==> config.mk <==
export PLATFORM = sky130hd
export DESIGN_NAME = ldo_mode_ctl
export DESIGN_NICKNAME = d
export VERILOG_FILES = /design/src/verilog/ldo_ctl_pkg.sv /design/src/verilog/ldo_limit_calc.sv /design/src/verilog/ldo_mode_ctl.sv
export SDC_FILE = /design/constraint.sdc
export NUM_CORES = 1
export LEC_CHECK = 0
export ABC_AREA = 0
export BUFFER_PORTS_ARGS = -buffer_cell sky130_fd_sc_hd__buf_4
export CAP_MARGIN = 20
export CELL_PAD_IN_SITES_DETAIL_PLACEMENT = 1
export CELL_PAD_IN_SITES_GLOBAL_PLACEMENT = 1
export CORE_ASPECT_RATIO = 1.1
export CORE_UTILIZATION = 49
export CTS_BUF_LIST = sky130_fd_sc_hd__clkbuf_4
export DETAILED_ROUTE_END_ITERATION = 7
export PLACE_DENSITY_LB_ADDON = 0.15
export SLEW_MARGIN = 20
export SYNTH_ARGS = -nofsm -noshare
export SYNTH_HDL_FRONTEND = slang
export SYNTH_SLANG_ARGS = --single-unit
==> constraint.sdc <==
create_clock -name CLK -period 10.85 [get_ports CLK]
set_clock_uncertainty 0.05 [all_clocks]
set_input_delay 1.085 -clock CLK [delete_from_list [all_inputs] [get_ports CLK]]
set_output_delay 1.085 -clock CLK [all_outputs]
set_load 0.02 [all_outputs]
==> src/verilog/ldo_ctl_pkg.sv <==
// Constants, register map and carrier types for the regulator mode and power state control
package ldo_ctl_pkg;
  localparam int ADDR_W = 4;
  localparam int DATA_W = 8;
  // Register offsets
  localparam logic [3:0] OFS_CONV_A_CTRL = 4'h0;
  localparam logic [3:0] OFS_CONV_A_VOLT = 4'h1;
  localparam logic [3:0] OFS_REG_B_CTRL = 4'h2;
  localparam logic [3:0] OFS_REG_C_CTRL = 4'h3;
  localparam logic [3:0] OFS_REG_C_VOLT = 4'h4;
  localparam logic [3:0] OFS_LIMIT_CTRL = 4'h5;
  localparam logic [3:0] OFS_THRESH = 4'h6;
  localparam logic [3:0] OFS_STATE_CTRL = 4'h7;
  localparam logic [3:0] OFS_STATUS = 4'h8;
  localparam logic [3:0] OFS_REG_B_LIMIT = 4'h9;
  localparam logic [3:0] OFS_REG_C_LIMIT = 4'ha;
  // Converter A control: mode in [2:0]
  localparam int MODE_LSB = 0;
  localparam logic [2:0] MODE_PARALLEL_C = 3'h5;
  // Regulator control: gain [3:0], startup level [5:4], force [6], auto disable / standalone [7]
  localparam int GAIN_LSB = 0;
  localparam int LEVEL_LSB = 4;
  localparam int FORCE_BIT = 6;
  localparam int FLAG7_BIT = 7;
  // Limit control: spacing B [3:0], spacing C [7:4]
  localparam int SPB_LSB = 0;
  localparam int SPC_LSB = 4;
  // Threshold: pair B [3:0], pair A/C [7:4]
  localparam int THB_LSB = 0;
  localparam int THAC_LSB = 4;
  // State control: coarse enables [2:0], coarse pass [3], state [5:4]
  localparam int CEN_LSB = 0;
  localparam int CPASS_BIT = 3;
  localparam int STATE_LSB = 4;
  localparam logic [1:0] ST_ACTIVE = 2'h0;
  localparam logic [1:0] ST_LOW = 2'h1;
  localparam logic [1:0] ST_SHUTOFF = 2'h2;
  localparam logic [2:0] RUN_BIAS = 3'h7;
  localparam logic [2:0] SLEEP_BIAS = 3'h1;
  localparam logic [2:0] GAIN_BASE = 3'h0;
  localparam logic [7:0] RST_CONV_A_CTRL = 8'h00;
  localparam logic [7:0] RST_VOLT = 8'h00;
  localparam logic [7:0] RST_REG_CTRL = 8'h00;
  localparam logic [7:0] RST_LIMIT = 8'h00;
  localparam logic [7:0] RST_THRESH = 8'h88;
  localparam logic [7:0] RST_STATE = 8'h00;

  typedef enum logic [2:0] {
    PS_ACTIVE = 3'b001,
    PS_LOW = 3'b010,
    PS_SHUTOFF = 3'b100
  } power_state_e;

  typedef struct packed {
    logic flag7;
    logic force_pass;
    logic [1:0] level;
    logic [3:0] gain;
  } reg_ctrl_s;

  typedef struct packed {
    logic enable;
    logic [3:0] current;
    logic [3:0] spacing;
    logic passthrough;
  } reg_drive_s;
endpackage : ldo_ctl_pkg

==> src/verilog/ldo_limit_calc.sv <==
// Pulse-spacing limited current for one regulator
`timescale 1ns/1ns
`default_nettype none
module ldo_limit_calc (
  input wire logic CLK,
  input wire logic RESETN,
  input wire logic [3:0] current_max,
  input wire logic [3:0] spacing,
  output logic [7:0] limit_out
);
  logic [4:0] divisor;
  logic [7:0] scaled;
  assign divisor = {spacing, 1'b1};
  assign scaled = {current_max, 4'h0} / {3'h0, divisor};
  // Output current over twice the spacing plus one, in 1/16 units
  always_ff @(posedge CLK or negedge RESETN) begin
    if (!RESETN) begin
      limit_out <= 8'h00;
    end else begin
      limit_out <= scaled; // RULE9
    end
  end
endmodule // ldo_limit_calc
`default_nettype wire

==> src/verilog/ldo_mode_ctl.sv <==
// Regulator mode selection, pass-through, coarse regulators and power state control
//Function
// RULE1: Mode 5 puts regulator C parallel to A
// RULE2: Standalone C needs enable and mode not 5
// RULE3: C target follows mode's voltage register
// RULE4: Parallel mode hands over to C near dropout
// RULE5: Output current follows gain field after startup
// RULE6: Startup level governs current before regulation
// RULE7: Software sets startup level from target voltage
// RULE8: Pulse spacing fields set minimum pulse interval
// RULE9: Limited current is max over 2n plus 1
// RULE10: Software clears limit once output is regulating
// RULE11: Software may limit before enabling regulator
// RULE12: Dropout thresholds programmable per converter pair
// RULE13: Automatic pass-through on low supply by default
// RULE14: Regulator B disable bit stops both auto passes
// RULE15: Force bit puts regulator in pass-through
// RULE16: Each coarse regulator has own enable bit
// RULE17: Coarse pass ties enabled outputs to supply
// RULE18: Low-voltage B variant lacks coarse B entirely
// RULE19: Three states; bias seven active, one low
// RULE20: Shutoff disables regulators, ADC, charge counting
// RULE21: Reset leaves device in active state
// RULE22: Force pass-through beats regulation and auto
`timescale 1ns/1ns
`default_nettype none
module ldo_mode_ctl #(
  parameter bit B_LOW_VARIANT = 1'b0
) (
  input wire logic CLK,
  input wire logic RESETN,
  input wire logic [3:0] ADDR,
  input wire logic [7:0] WDATA,
  input wire logic WR,
  input wire logic RD,
  output logic [7:0] RDATA,
  input wire logic B_AT_TARGET,
  input wire logic C_AT_TARGET,
  input wire logic B_LOW_HEADROOM,
  input wire logic C_LOW_HEADROOM,
  input wire logic A_DROPOUT,
  output logic C_PARALLEL,
  output logic C_STANDALONE,
  output logic [7:0] C_TARGET,
  output logic A_HANDOVER,
  output logic [3:0] B_THRESH,
  output logic [3:0] AC_THRESH,
  output logic B_ENABLE,
  output logic [3:0] B_CURRENT,
  output logic [3:0] B_SPACING,
  output logic [7:0] B_LIMIT,
  output logic B_PASS,
  output logic C_ENABLE,
  output logic [3:0] C_CURRENT,
  output logic [3:0] C_SPACING,
  output logic [7:0] C_LIMIT,
  output logic C_PASS,
  output logic [2:0] COARSE_EN,
  output logic [2:0] COARSE_PASS,
  output logic [2:0] BIAS_SETTING,
  output logic ADC_ENABLE,
  output logic COUNT_ENABLE,
  output logic [2:0] POWER_STATE
);
  logic [7:0] conv_a_ctrl_r;
  logic [7:0] conv_a_volt_r;
  logic [7:0] reg_c_volt_r;
  logic [7:0] limit_r;
  logic [7:0] thresh_r;
  logic [7:0] state_ctrl_r;
  ldo_ctl_pkg::reg_ctrl_s reg_b_r;
  ldo_ctl_pkg::reg_ctrl_s reg_c_r;
  ldo_ctl_pkg::power_state_e state_r;
  ldo_ctl_pkg::power_state_e state_nxt;
  logic [1:0] b_tgt_s1_r;
  logic [1:0] b_tgt_s2_r;
  logic [2:0] hr_s1_r;
  logic [2:0] hr_s2_r;
  logic parallel_c;
  logic standalone_c;
  logic shutoff;
  logic b_pass_nxt;
  logic c_pass_nxt;
  logic [3:0] b_cur_nxt;
  logic [3:0] c_cur_nxt;
  logic [2:0] coarse_en_nxt;
  logic [7:0] b_limit;
  logic [7:0] c_limit;
  logic [7:0] rdata_nxt;
  ldo_ctl_pkg::reg_drive_s drive_b;
  ldo_ctl_pkg::reg_drive_s drive_c;

  // Register writes, one process per register
  always_ff @(posedge CLK or negedge RESETN) begin
    if (!RESETN) begin
      conv_a_ctrl_r <= ldo_ctl_pkg::RST_CONV_A_CTRL;
    end else if (WR && ADDR == ldo_ctl_pkg::OFS_CONV_A_CTRL) begin
      conv_a_ctrl_r <= WDATA; // RULE1
    end
  end

  always_ff @(posedge CLK or negedge RESETN) begin
    if (!RESETN) begin
      conv_a_volt_r <= ldo_ctl_pkg::RST_VOLT;
    end else if (WR && ADDR == ldo_ctl_pkg::OFS_CONV_A_VOLT) begin
      conv_a_volt_r <= WDATA; // RULE3
    end
  end

  always_ff @(posedge CLK or negedge RESETN) begin
    if (!RESETN) begin
      reg_b_r <= ldo_ctl_pkg::reg_ctrl_s'(ldo_ctl_pkg::RST_REG_CTRL);
    end else if (WR && ADDR == ldo_ctl_pkg::OFS_REG_B_CTRL) begin
      reg_b_r <= ldo_ctl_pkg::reg_ctrl_s'(WDATA); // RULE14
    end
  end

  always_ff @(posedge CLK or negedge RESETN) begin
    if (!RESETN) begin
      reg_c_r <= ldo_ctl_pkg::reg_ctrl_s'(ldo_ctl_pkg::RST_REG_CTRL);
    end else if (WR && ADDR == ldo_ctl_pkg::OFS_REG_C_CTRL) begin
      reg_c_r <= ldo_ctl_pkg::reg_ctrl_s'(WDATA); // RULE2
    end
  end

  always_ff @(posedge CLK or negedge RESETN) begin
    if (!RESETN) begin
      reg_c_volt_r <= ldo_ctl_pkg::RST_VOLT;
    end else if (WR && ADDR == ldo_ctl_pkg::OFS_REG_C_VOLT) begin
      reg_c_volt_r <= WDATA; // RULE3
    end
  end

  always_ff @(posedge CLK or negedge RESETN) begin
    if (!RESETN) begin
      limit_r <= ldo_ctl_pkg::RST_LIMIT;
    end else if (WR && ADDR == ldo_ctl_pkg::OFS_LIMIT_CTRL) begin
      limit_r <= WDATA; // RULE8
    end
  end

  always_ff @(posedge CLK or negedge RESETN) begin
    if (!RESETN) begin
      thresh_r <= ldo_ctl_pkg::RST_THRESH;
    end else if (WR && ADDR == ldo_ctl_pkg::OFS_THRESH) begin
      thresh_r <= WDATA; // RULE12
    end
  end

  always_ff @(posedge CLK or negedge RESETN) begin
    if (!RESETN) begin
      state_ctrl_r <= ldo_ctl_pkg::RST_STATE;
    end else if (WR && ADDR == ldo_ctl_pkg::OFS_STATE_CTRL) begin
      state_ctrl_r <= WDATA; // RULE19
    end
  end

  // Synchronisers for analog status levels
  always_ff @(posedge CLK or negedge RESETN) begin
    if (!RESETN) begin
      b_tgt_s1_r <= 2'h0;
      b_tgt_s2_r <= 2'h0;
      hr_s1_r <= 3'h0;
      hr_s2_r <= 3'h0;
    end else begin
      b_tgt_s1_r <= {C_AT_TARGET, B_AT_TARGET};
      b_tgt_s2_r <= b_tgt_s1_r;
      hr_s1_r <= {A_DROPOUT, C_LOW_HEADROOM, B_LOW_HEADROOM};
      hr_s2_r <= hr_s1_r;
    end
  end

  // Power state from the state field
  always_comb begin
    case (state_ctrl_r[ldo_ctl_pkg::STATE_LSB +: 2])
      ldo_ctl_pkg::ST_ACTIVE: state_nxt = ldo_ctl_pkg::PS_ACTIVE;
      ldo_ctl_pkg::ST_LOW: state_nxt = ldo_ctl_pkg::PS_LOW;
      ldo_ctl_pkg::ST_SHUTOFF: state_nxt = ldo_ctl_pkg::PS_SHUTOFF;
      default: state_nxt = state_r;
    endcase
  end

  always_ff @(posedge CLK or negedge RESETN) begin
    if (!RESETN) begin
      state_r <= ldo_ctl_pkg::PS_ACTIVE; // RULE21
    end else begin
      state_r <= state_nxt; // RULE19
    end
  end

  assign shutoff = (state_r == ldo_ctl_pkg::PS_SHUTOFF);
  assign parallel_c = (conv_a_ctrl_r[ldo_ctl_pkg::MODE_LSB +: 3] ==
    ldo_ctl_pkg::MODE_PARALLEL_C); // RULE1
  assign standalone_c = reg_c_r.flag7 && !parallel_c; // RULE2

  // Force beats auto; auto gated by the single disable bit in regulator B control
  assign b_pass_nxt = reg_b_r.force_pass ||
    (!reg_b_r.flag7 && hr_s2_r[0]); // RULE13 RULE14 RULE15 RULE22
  assign c_pass_nxt = reg_c_r.force_pass ||
    (!reg_b_r.flag7 && hr_s2_r[1]); // RULE13 RULE14 RULE15 RULE22

  // Startup level until target reached, then gain
  assign b_cur_nxt = b_tgt_s2_r[0] ? reg_b_r.gain :
    {2'h0, reg_b_r.level}; // RULE5 RULE6
  assign c_cur_nxt = b_tgt_s2_r[1] ? reg_c_r.gain :
    {2'h0, reg_c_r.level}; // RULE5 RULE6

  // Coarse enables, with output B removed on the low-voltage variant
  assign coarse_en_nxt = state_ctrl_r[ldo_ctl_pkg::CEN_LSB +: 3] &
    {1'b1, !B_LOW_VARIANT, 1'b1}; // RULE16 RULE18

  ldo_limit_calc u_limit_b (
    .CLK(CLK),
    .RESETN(RESETN),
    .current_max(b_cur_nxt),
    .spacing(limit_r[ldo_ctl_pkg::SPB_LSB +: 4]),
    .limit_out(b_limit)
  );

  ldo_limit_calc u_limit_c (
    .CLK(CLK),
    .RESETN(RESETN),
    .current_max(c_cur_nxt),
    .spacing(limit_r[ldo_ctl_pkg::SPC_LSB +: 4]),
    .limit_out(c_limit)
  );

  // Per-regulator drive bundles
  always_comb begin
    drive_b = '0;
    drive_b.enable = !shutoff; // RULE20
    drive_b.current = b_cur_nxt; // RULE5 RULE6
    drive_b.spacing = limit_r[ldo_ctl_pkg::SPB_LSB +: 4]; // RULE8
    drive_b.passthrough = b_pass_nxt && !shutoff; // RULE20
  end

  always_comb begin
    drive_c = '0;
    drive_c.enable = (parallel_c || standalone_c) && !shutoff; // RULE20
    drive_c.current = c_cur_nxt; // RULE5 RULE6
    drive_c.spacing = limit_r[ldo_ctl_pkg::SPC_LSB +: 4]; // RULE8
    drive_c.passthrough = c_pass_nxt && !shutoff; // RULE20
  end

  // Regulator C mode and converter A handover
  always_ff @(posedge CLK or negedge RESETN) begin
    if (!RESETN) begin
      C_PARALLEL <= 1'b0;
      C_STANDALONE <= 1'b0;
      C_TARGET <= 8'h00;
      A_HANDOVER <= 1'b0;
    end else begin
      C_PARALLEL <= parallel_c && !shutoff; // RULE1 RULE20
      C_STANDALONE <= standalone_c && !shutoff; // RULE2 RULE20
      C_TARGET <= parallel_c ? conv_a_volt_r : reg_c_volt_r; // RULE3
      A_HANDOVER <= parallel_c && !shutoff && hr_s2_r[2]; // RULE4
    end
  end

  // Regulator B drive
  always_ff @(posedge CLK or negedge RESETN) begin
    if (!RESETN) begin
      B_ENABLE <= 1'b0;
      B_CURRENT <= 4'h0;
      B_SPACING <= 4'h0;
      B_PASS <= 1'b0;
      B_LIMIT <= 8'h00;
    end else begin
      B_ENABLE <= drive_b.enable; // RULE20
      B_CURRENT <= drive_b.current; // RULE5
      B_SPACING <= drive_b.spacing; // RULE8
      B_PASS <= drive_b.passthrough; // RULE13 RULE15
      B_LIMIT <= b_limit; // RULE9
    end
  end

  // Regulator C drive
  always_ff @(posedge CLK or negedge RESETN) begin
    if (!RESETN) begin
      C_ENABLE <= 1'b0;
      C_CURRENT <= 4'h0;
      C_SPACING <= 4'h0;
      C_PASS <= 1'b0;
      C_LIMIT <= 8'h00;
    end else begin
      C_ENABLE <= drive_c.enable; // RULE20
      C_CURRENT <= drive_c.current; // RULE5
      C_SPACING <= drive_c.spacing; // RULE8
      C_PASS <= drive_c.passthrough; // RULE13 RULE15
      C_LIMIT <= c_limit; // RULE9
    end
  end

  // Dropout thresholds
  always_ff @(posedge CLK or negedge RESETN) begin
    if (!RESETN) begin
      B_THRESH <= 4'h0;
      AC_THRESH <= 4'h0;
    end else begin
      B_THRESH <= thresh_r[ldo_ctl_pkg::THB_LSB +: 4]; // RULE12
      AC_THRESH <= thresh_r[ldo_ctl_pkg::THAC_LSB +: 4]; // RULE12
    end
  end

  // Coarse regulators and state-dependent services
  always_ff @(posedge CLK or negedge RESETN) begin
    if (!RESETN) begin
      COARSE_EN <= 3'h0;
      COARSE_PASS <= 3'h0;
      BIAS_SETTING <= ldo_ctl_pkg::RUN_BIAS;
      ADC_ENABLE <= 1'b1;
      COUNT_ENABLE <= 1'b1;
      POWER_STATE <= 3'b001;
    end else begin
      COARSE_EN <= shutoff ? coarse_en_nxt : 3'h0; // RULE16 RULE19 RULE20
      COARSE_PASS <= (shutoff && state_ctrl_r[ldo_ctl_pkg::CPASS_BIT]) ?
        coarse_en_nxt : 3'h0; // RULE17 RULE18
      case (state_r)
        ldo_ctl_pkg::PS_ACTIVE: BIAS_SETTING <= ldo_ctl_pkg::RUN_BIAS; // RULE19
        ldo_ctl_pkg::PS_LOW: BIAS_SETTING <= ldo_ctl_pkg::SLEEP_BIAS; // RULE19
        default: BIAS_SETTING <= ldo_ctl_pkg::GAIN_BASE;
      endcase
      ADC_ENABLE <= !shutoff; // RULE20
      COUNT_ENABLE <= !shutoff; // RULE20
      POWER_STATE <= state_r;
    end
  end

  // Register read mux
  always_comb begin
    case (ADDR)
      ldo_ctl_pkg::OFS_CONV_A_CTRL: rdata_nxt = conv_a_ctrl_r;
      ldo_ctl_pkg::OFS_CONV_A_VOLT: rdata_nxt = conv_a_volt_r;
      ldo_ctl_pkg::OFS_REG_B_CTRL: rdata_nxt = reg_b_r;
      ldo_ctl_pkg::OFS_REG_C_CTRL: rdata_nxt = reg_c_r;
      ldo_ctl_pkg::OFS_REG_C_VOLT: rdata_nxt = reg_c_volt_r;
      ldo_ctl_pkg::OFS_LIMIT_CTRL: rdata_nxt = limit_r;
      ldo_ctl_pkg::OFS_THRESH: rdata_nxt = thresh_r;
      ldo_ctl_pkg::OFS_STATE_CTRL: rdata_nxt = state_ctrl_r;
      ldo_ctl_pkg::OFS_STATUS: rdata_nxt = {B_PASS, C_PASS, 1'b0, state_r,
        b_tgt_s2_r[1], b_tgt_s2_r[0]}; // RULE10
      ldo_ctl_pkg::OFS_REG_B_LIMIT: rdata_nxt = b_limit;
      ldo_ctl_pkg::OFS_REG_C_LIMIT: rdata_nxt = c_limit;
      default: rdata_nxt = 8'h00;
    endcase
  end

  always_ff @(posedge CLK or negedge RESETN) begin
    if (!RESETN) begin
      RDATA <= 8'h00;
    end else begin
      RDATA <= RD ? rdata_nxt : 8'h00;
    end
  end
endmodule // ldo_mode_ctl
`default_nettype wire

Yosys cells after proc, flatten, opt, wreduce, memory -nomap -nowiden
Index checks and enable logic that the tools add are counted.
Widths: inputs -> output; s select.
- register bits: 169
- bits of input ports: 21
- output and inout port bits: 77
- logic and storage cells: 97
- div/mod/pow operators: 2
- equality and inequality tests: 16
- muxes and demuxes: 9
- reductions and logical operators: 27
- operator list (kind ; count):
    $pmux 8 s11 ; 1
    $logic_and 1x1->1 ; 18
    $div 8x5->8 ; 2
    $eq 4x3->1 const B ; 4
    $mux 8 ; 2
    $eq 4x4->1 const B ; 3
    $pmux 3 s3 ; 1
    $eq 4x2->1 const B ; 2
    $mux 4 ; 2
    $eq 3x3->1 const B ; 2
    $mux 3 ; 2
    $pmux 3 s2 ; 1
    $eq 4x1->1 const B ; 1
    $logic_not 4->1 ; 1
    $eq 3x1->1 const B ; 1
    $eq 3x2->1 const B ; 1
    $logic_not 1->1 ; 3
    $logic_or 1x1->1 ; 3
    $reduce_bool 3->1 ; 1
    $eq 2x1->1 const B ; 1
    $eq 2x2->1 const B ; 1
    $logic_not 2->1 ; 1

Depth between registers and ports, before layout
- word-level depth: 5
- mapped depth: 50

Hierarchy
A second synthesis with hierarchy kept.
- cell total of the unflattened synthesis: 706
- area total of the unflattened synthesis: 8668.3 um2
- modules (own cells, without submodules) (module ; instances ; cells each ; area an instance (um2)):
    ldo_mode_ctl ; 1 ; 410 ; 5929.4
    ldo_limit_calc (u_limit_c) ; 1 ; 148 ; 1373.8
    ldo_limit_calc (u_limit_b) ; 1 ; 148 ; 1365.1

Worst setup path before layout
Ideal clock, no wire load.
- path kind: register -> register
- from: register limit_r[1]
- to: register u_limit_b.limit_out[0]
- setup time: 0.120 ns
- arrival time: 9.572 ns
- required time: 10.680 ns
- slack: 1.108 ns
- cell stages (with the launch flop): 46
- clock period less this slack: 9.742 ns
- path through: dfrtp_1 -> or4_4 -> and2_1 -> ha_1 -> ha_1 -> o21ai_0 -> xnor2_1 -> ha_1 -> ha_1 -> o21a_1 -> o21ba_2 -> nor2_1 -> mux2i_1 -> inv_1 -> ha_1 -> o21ai_0 -> a211oi_1 -> clkbuf_1 -> (+10 left out) -> a21o_1 -> a21oi_1 -> nor2b_1 -> nor2_1 -> nand2_1 -> a21oi_1 -> inv_1 -> ha_1 -> a21o_1 -> a21o_1 -> a21oi_1 -> nand3_4 -> mux2_1 -> ha_1 -> a41oi_1 -> and3b_1 -> o211ai_1 -> a31o_1
- word-level cells in the longest chain between the ends: 1
- RTL lines (item ; line ; source):
    start, declared ; ldo_mode_ctl.sv:68 ; logic [7:0] limit_r;
    start signal, assigned ; ldo_mode_ctl.sv:136 ; limit_r <= ldo_ctl_pkg::RST_LIMIT;
    $div 8x5->8 ; ldo_limit_calc.sv:14 ; assign scaled = {current_max, 4'h0} / {3'h0, divisor};
    net u_limit_b.scaled[0] ; ldo_limit_calc.sv:12 ; logic [7:0] scaled;
    end signal, assigned ; ldo_limit_calc.sv:20 ; limit_out <= scaled;
    end, declared ; ldo_limit_calc.sv:9 ; output logic [7:0] limit_out
The timed path passes the listed nets, and every way through them passes these cells.
A chain may end at the register's enable or synchronous reset.

Worst setup path in the final report
- from: register limit_r[4]
- to: register u_limit_c.limit_out[0]
- word-level cells in the longest chain between the ends: 1
- RTL lines (item ; line):
    $div 8x5->8 ; ldo_limit_calc.sv:14
    net u_limit_c.scaled[0] ; ldo_limit_calc.sv:12
    end signal, assigned ; ldo_limit_calc.sv:20
    end, declared ; ldo_limit_calc.sv:9
The timed path passes the listed nets, and every way through them passes these cells.

==> results_dict.tcl <==
set metrics [dict create \
    whs_endpoint "hr_s2_r[1]$_DFF_PN0_" \
    io_buffers 97 \
    layout_setup_ws_ns 0.570 \
    status "finished, final reports clean" \
    finalCritPeriodShare_pct 94.7 \
    overflow 0 \
    crit_path_start_kind "flip-flop" \
    clk_latency_ns 0.57 \
    drc 0 \
    worst_pin_slew_ns 0.807 \
    maxCapViolations 0 \
    syn-mean-instance-area_um2 11.6 \
    drv_slew 0 \
    n_fill_cell 1871 \
    rrSetupSlack_ns 0.57 \
    hp-class "flip-flop to flip-flop" \
    routed_via_density 5.68 \
    met3_usage_pct 4.25 \
    worstHoldPathCells 0 \
    dieArea_um2 18100 \
    crit_fanout 10 \
    max_stage_delay_ns 0.50 \
    place_congestion 0.872 \
    cts.sinks 168 \
    hold_viol 0 \
    top_usage_layer "met2" \
    io_pins 98 \
    antenna_found_initial 2 \
    synth.distinct_cells 76 \
    wl_mm 23.3 \
    firstDrtPassIters 5 \
    areaGrowthSynthToFinish_pct 16.0 \
    cts_max_level 4 \
    post-place-ws_ns -0.0597 \
    grt_pass1_vias 6627 \
    layoutNonFillerInstCount 1095 \
    critPathKind "flip-flop to flip-flop" \
    synth-async-reset-ratio_pct 100 \
    required_ns 11.26 \
    clockBufferDepth 2 \
    grt_use_met1_pct 34.0 \
    root_buffer "clkbuf_4" \
    regToRegEndpoint "u_limit_c.limit_out[0]$_DFF_PN0_" \
    vias 6217 \
    nets 927 \
    fmax_mhz 97.3 \
    synth_enable_flop_cells 0 \
    initial_utilization_pct 50.3 \
    fp.coreArea_um2 17100 \
    chipWidth_um 128 \
    grt_usage_pct 27.0 \
    synth-seq-cells 168 \
    r2r_cells 43 \
    postSynthCellCount 743 \
    syn_area_um2 8620 \
    grt_max_degree 89 \
    tns_ns 0 \
    cpMostUsedCell "ha_1" \
    multiInputGateArea_um2 4170 \
    clkTransAtPathRegs_ns 0.14 \
    post_drt_wl_per_cell_um 21.3 \
    grt_util_met2_pct 46.5 \
    yosysSeqAreaShare_pct 48.9 \
    cts_made_buffers 17 \
    register_area_um2 4220 \
    yosys_most_used_dff "dfrtp_1" \
    fp-row-count 50 \
    yosysWarnings 0 \
    max_slew_margin_pct 46.2 \
    die_h_um 141 \
    drtIter0Drc 296 \
    cp.arrival_ns 10.69 \
    dpl.hpwl_mm 17.0 \
    r2r-start "limit_r[4]$_DFFE_PN0P_" \
    cpMaxStageDelayCell "dfrtp_2" \
    placed_cells 1052 \
    antenna_left 0 \
    hold_start "hr_s1_r[1]$_DFF_PN0_" \
    drive_above_1_share_pct 32.2 \
    setup_viol 0 \
    cp-end-kind "flip-flop" \
    grt_pass1_wl_mm 36.6 \
    finalCriticalPeriod_ns 10.28 \
    cts_tree "done" \
    syn_nets 823 \
]
[synth_stat cells, types with 13 or more instances]
library cell / count / area share (%)
nor2_1: 53 / 2.3
nand2_1: 43 / 1.9
ha_1: 49 / 7.1
a21oi_1: 34 / 2.0
xnor2_1: 13 / 1.3
clkbuf_1: 22 / 0.96
inv_1: 49 / 2.1
mux2i_1: 17 / 2.0
dfrtp_1: 161 / 47
o21ai_0: 35 / 2.0
mux2_2: 69 / 9.0
[per-layer routing]
layer	vias to the layer above	part of all wire, %
li1	2836	-
met1	3190	42
met5	-	0
met3	39	3.5
met4	0	2.5
met2	152	52
[layout make-up]
cell class              instances  share of cell area [%]
flip-flops and latches        168                    42.2
multi-input cells             497                    41.7
repair buffers                111                    8.41
well taps                     234                    2.93
inverters                      52                    1.95
clock inverters                14                    1.48
clock buffers                  18                    1.35
diodes                          1                  0.0250
[worst max-delay path by stage]
| stage | startpoint | endpoint | slack (ns) |
|---|---|---|---|
| final | limit_r[4]$_DFFE_PN0P_ | u_limit_c.limit_out[0]$_DFF_PN0_ | 0.57 |
| after global routing | limit_r[4]$_DFFE_PN0P_ | u_limit_c.limit_out[0]$_DFF_PN0_ | -0.16 |
| after CTS | limit_r[1]$_DFFE_PN0P_ | u_limit_b.limit_out[0]$_DFF_PN0_ | 0.05 |
| after detailed placement | limit_r[1]$_DFFE_PN0P_ | u_limit_b.limit_out[0]$_DFF_PN0_ | -0.06 |
| after global placement | limit_r[1]$_DFFE_PN0P_ | u_limit_b.limit_out[0]$_DFF_PN0_ | 0.39 |
| after floorplan | limit_r[1]$_DFFE_PN0P_ | u_limit_b.limit_out[0]$_DFF_PN0_ | 1.11 |
[per-stage QoR]
stage / instance area (um^2) / hold WS, ns / util [%]
after floorplan: 8620 / 0.281 / -
after global placement: 9570 / 0.284 / 55.8
after detailed placement: 9570 / 0.286 / 55.8
after CTS: 9860 / 0.317 / 57.5
after global routing: 10000 / 0.328 / 58.3
final: 10000 / 0.317 / 58.3
[cell families (layout without fill, tap and decap cells)]
family,after synthesis,in the layout,synth area share [%]
adders and majority gates,59,59,9.43
other,0,1,0
buffers and inverters,78,195,3.48
xor gates and xnor gates,16,16,1.63
DFF,168,168,48.9
muxes,101,101,14.1
AOI/OAI and AO/OA,147,147,12.0
and+or+nand+nor,174,174,10.5
[worst max-delay path, delay by kind of cell, from the launching register on]
| family | cells | cell delay [ns] |
|---|---|---|
| buffers and inverters | 5 | 0.57 |
| adders and majority gates | 10 | 2.86 |
| DFF | 1 | 0.50 |
| muxes | 5 | 1.50 |
| and+or+nand+nor | 9 | 1.68 |
| xor gates and xnor gates | 1 | 0.22 |
| AOI/OAI and AO/OA | 13 | 2.76 |
[state kept, by name (all words and copies together) (netlist names), 4 cells and up]
register             flops
B_LIMIT                  8
C_LIMIT                  8
C_TARGET                 8
RDATA                    8
conv_a_ctrl_r            8
conv_a_volt_r            8
limit_r                  8
reg_b_r                  8
reg_c_r                  8
reg_c_volt_r             8
state_ctrl_r             8
thresh_r                 8
u_limit_b.limit_out      8
u_limit_c.limit_out      8
AC_THRESH                4
B_CURRENT                4
B_SPACING                4
B_THRESH                 4
C_CURRENT                4
C_SPACING                4
[placed cells by master (no fill, tap or decap), types with 7 or more instances in the layout]
cell      synthesis  routed
a211oi_1          8       7
nor2_1           53      52
dfrtp_1         161     157
dfstp_2           7       7
a21oi_1          34      30
inv_1            49      49
clkbuf_4          0      18
a31oi_1          10      10
o21ai_0          35      33
nand2_1          43      43
mux2i_1          17      15
buf_4             2     109
and3_1           11      11
a21o_1           11      11
ha_1             49      49
and2_1           11      11
fa_1             10       8
nor2b_1          11      11
xnor2_1          13      12
nand3_1           8       8
mux2_2           69      69
[what timing repair did]
action,in CTS,in global routing
hold buffers,0,0
setup buffers,0,10
hold endpoints to repair,0,0
pin swaps,0,3
setup endpoints to repair,1,2
resized for setup,2,18
Power is left out: the tool's default activity adds up to more than one toggle a clock period on the data nets, which glitch-free logic cannot reach.
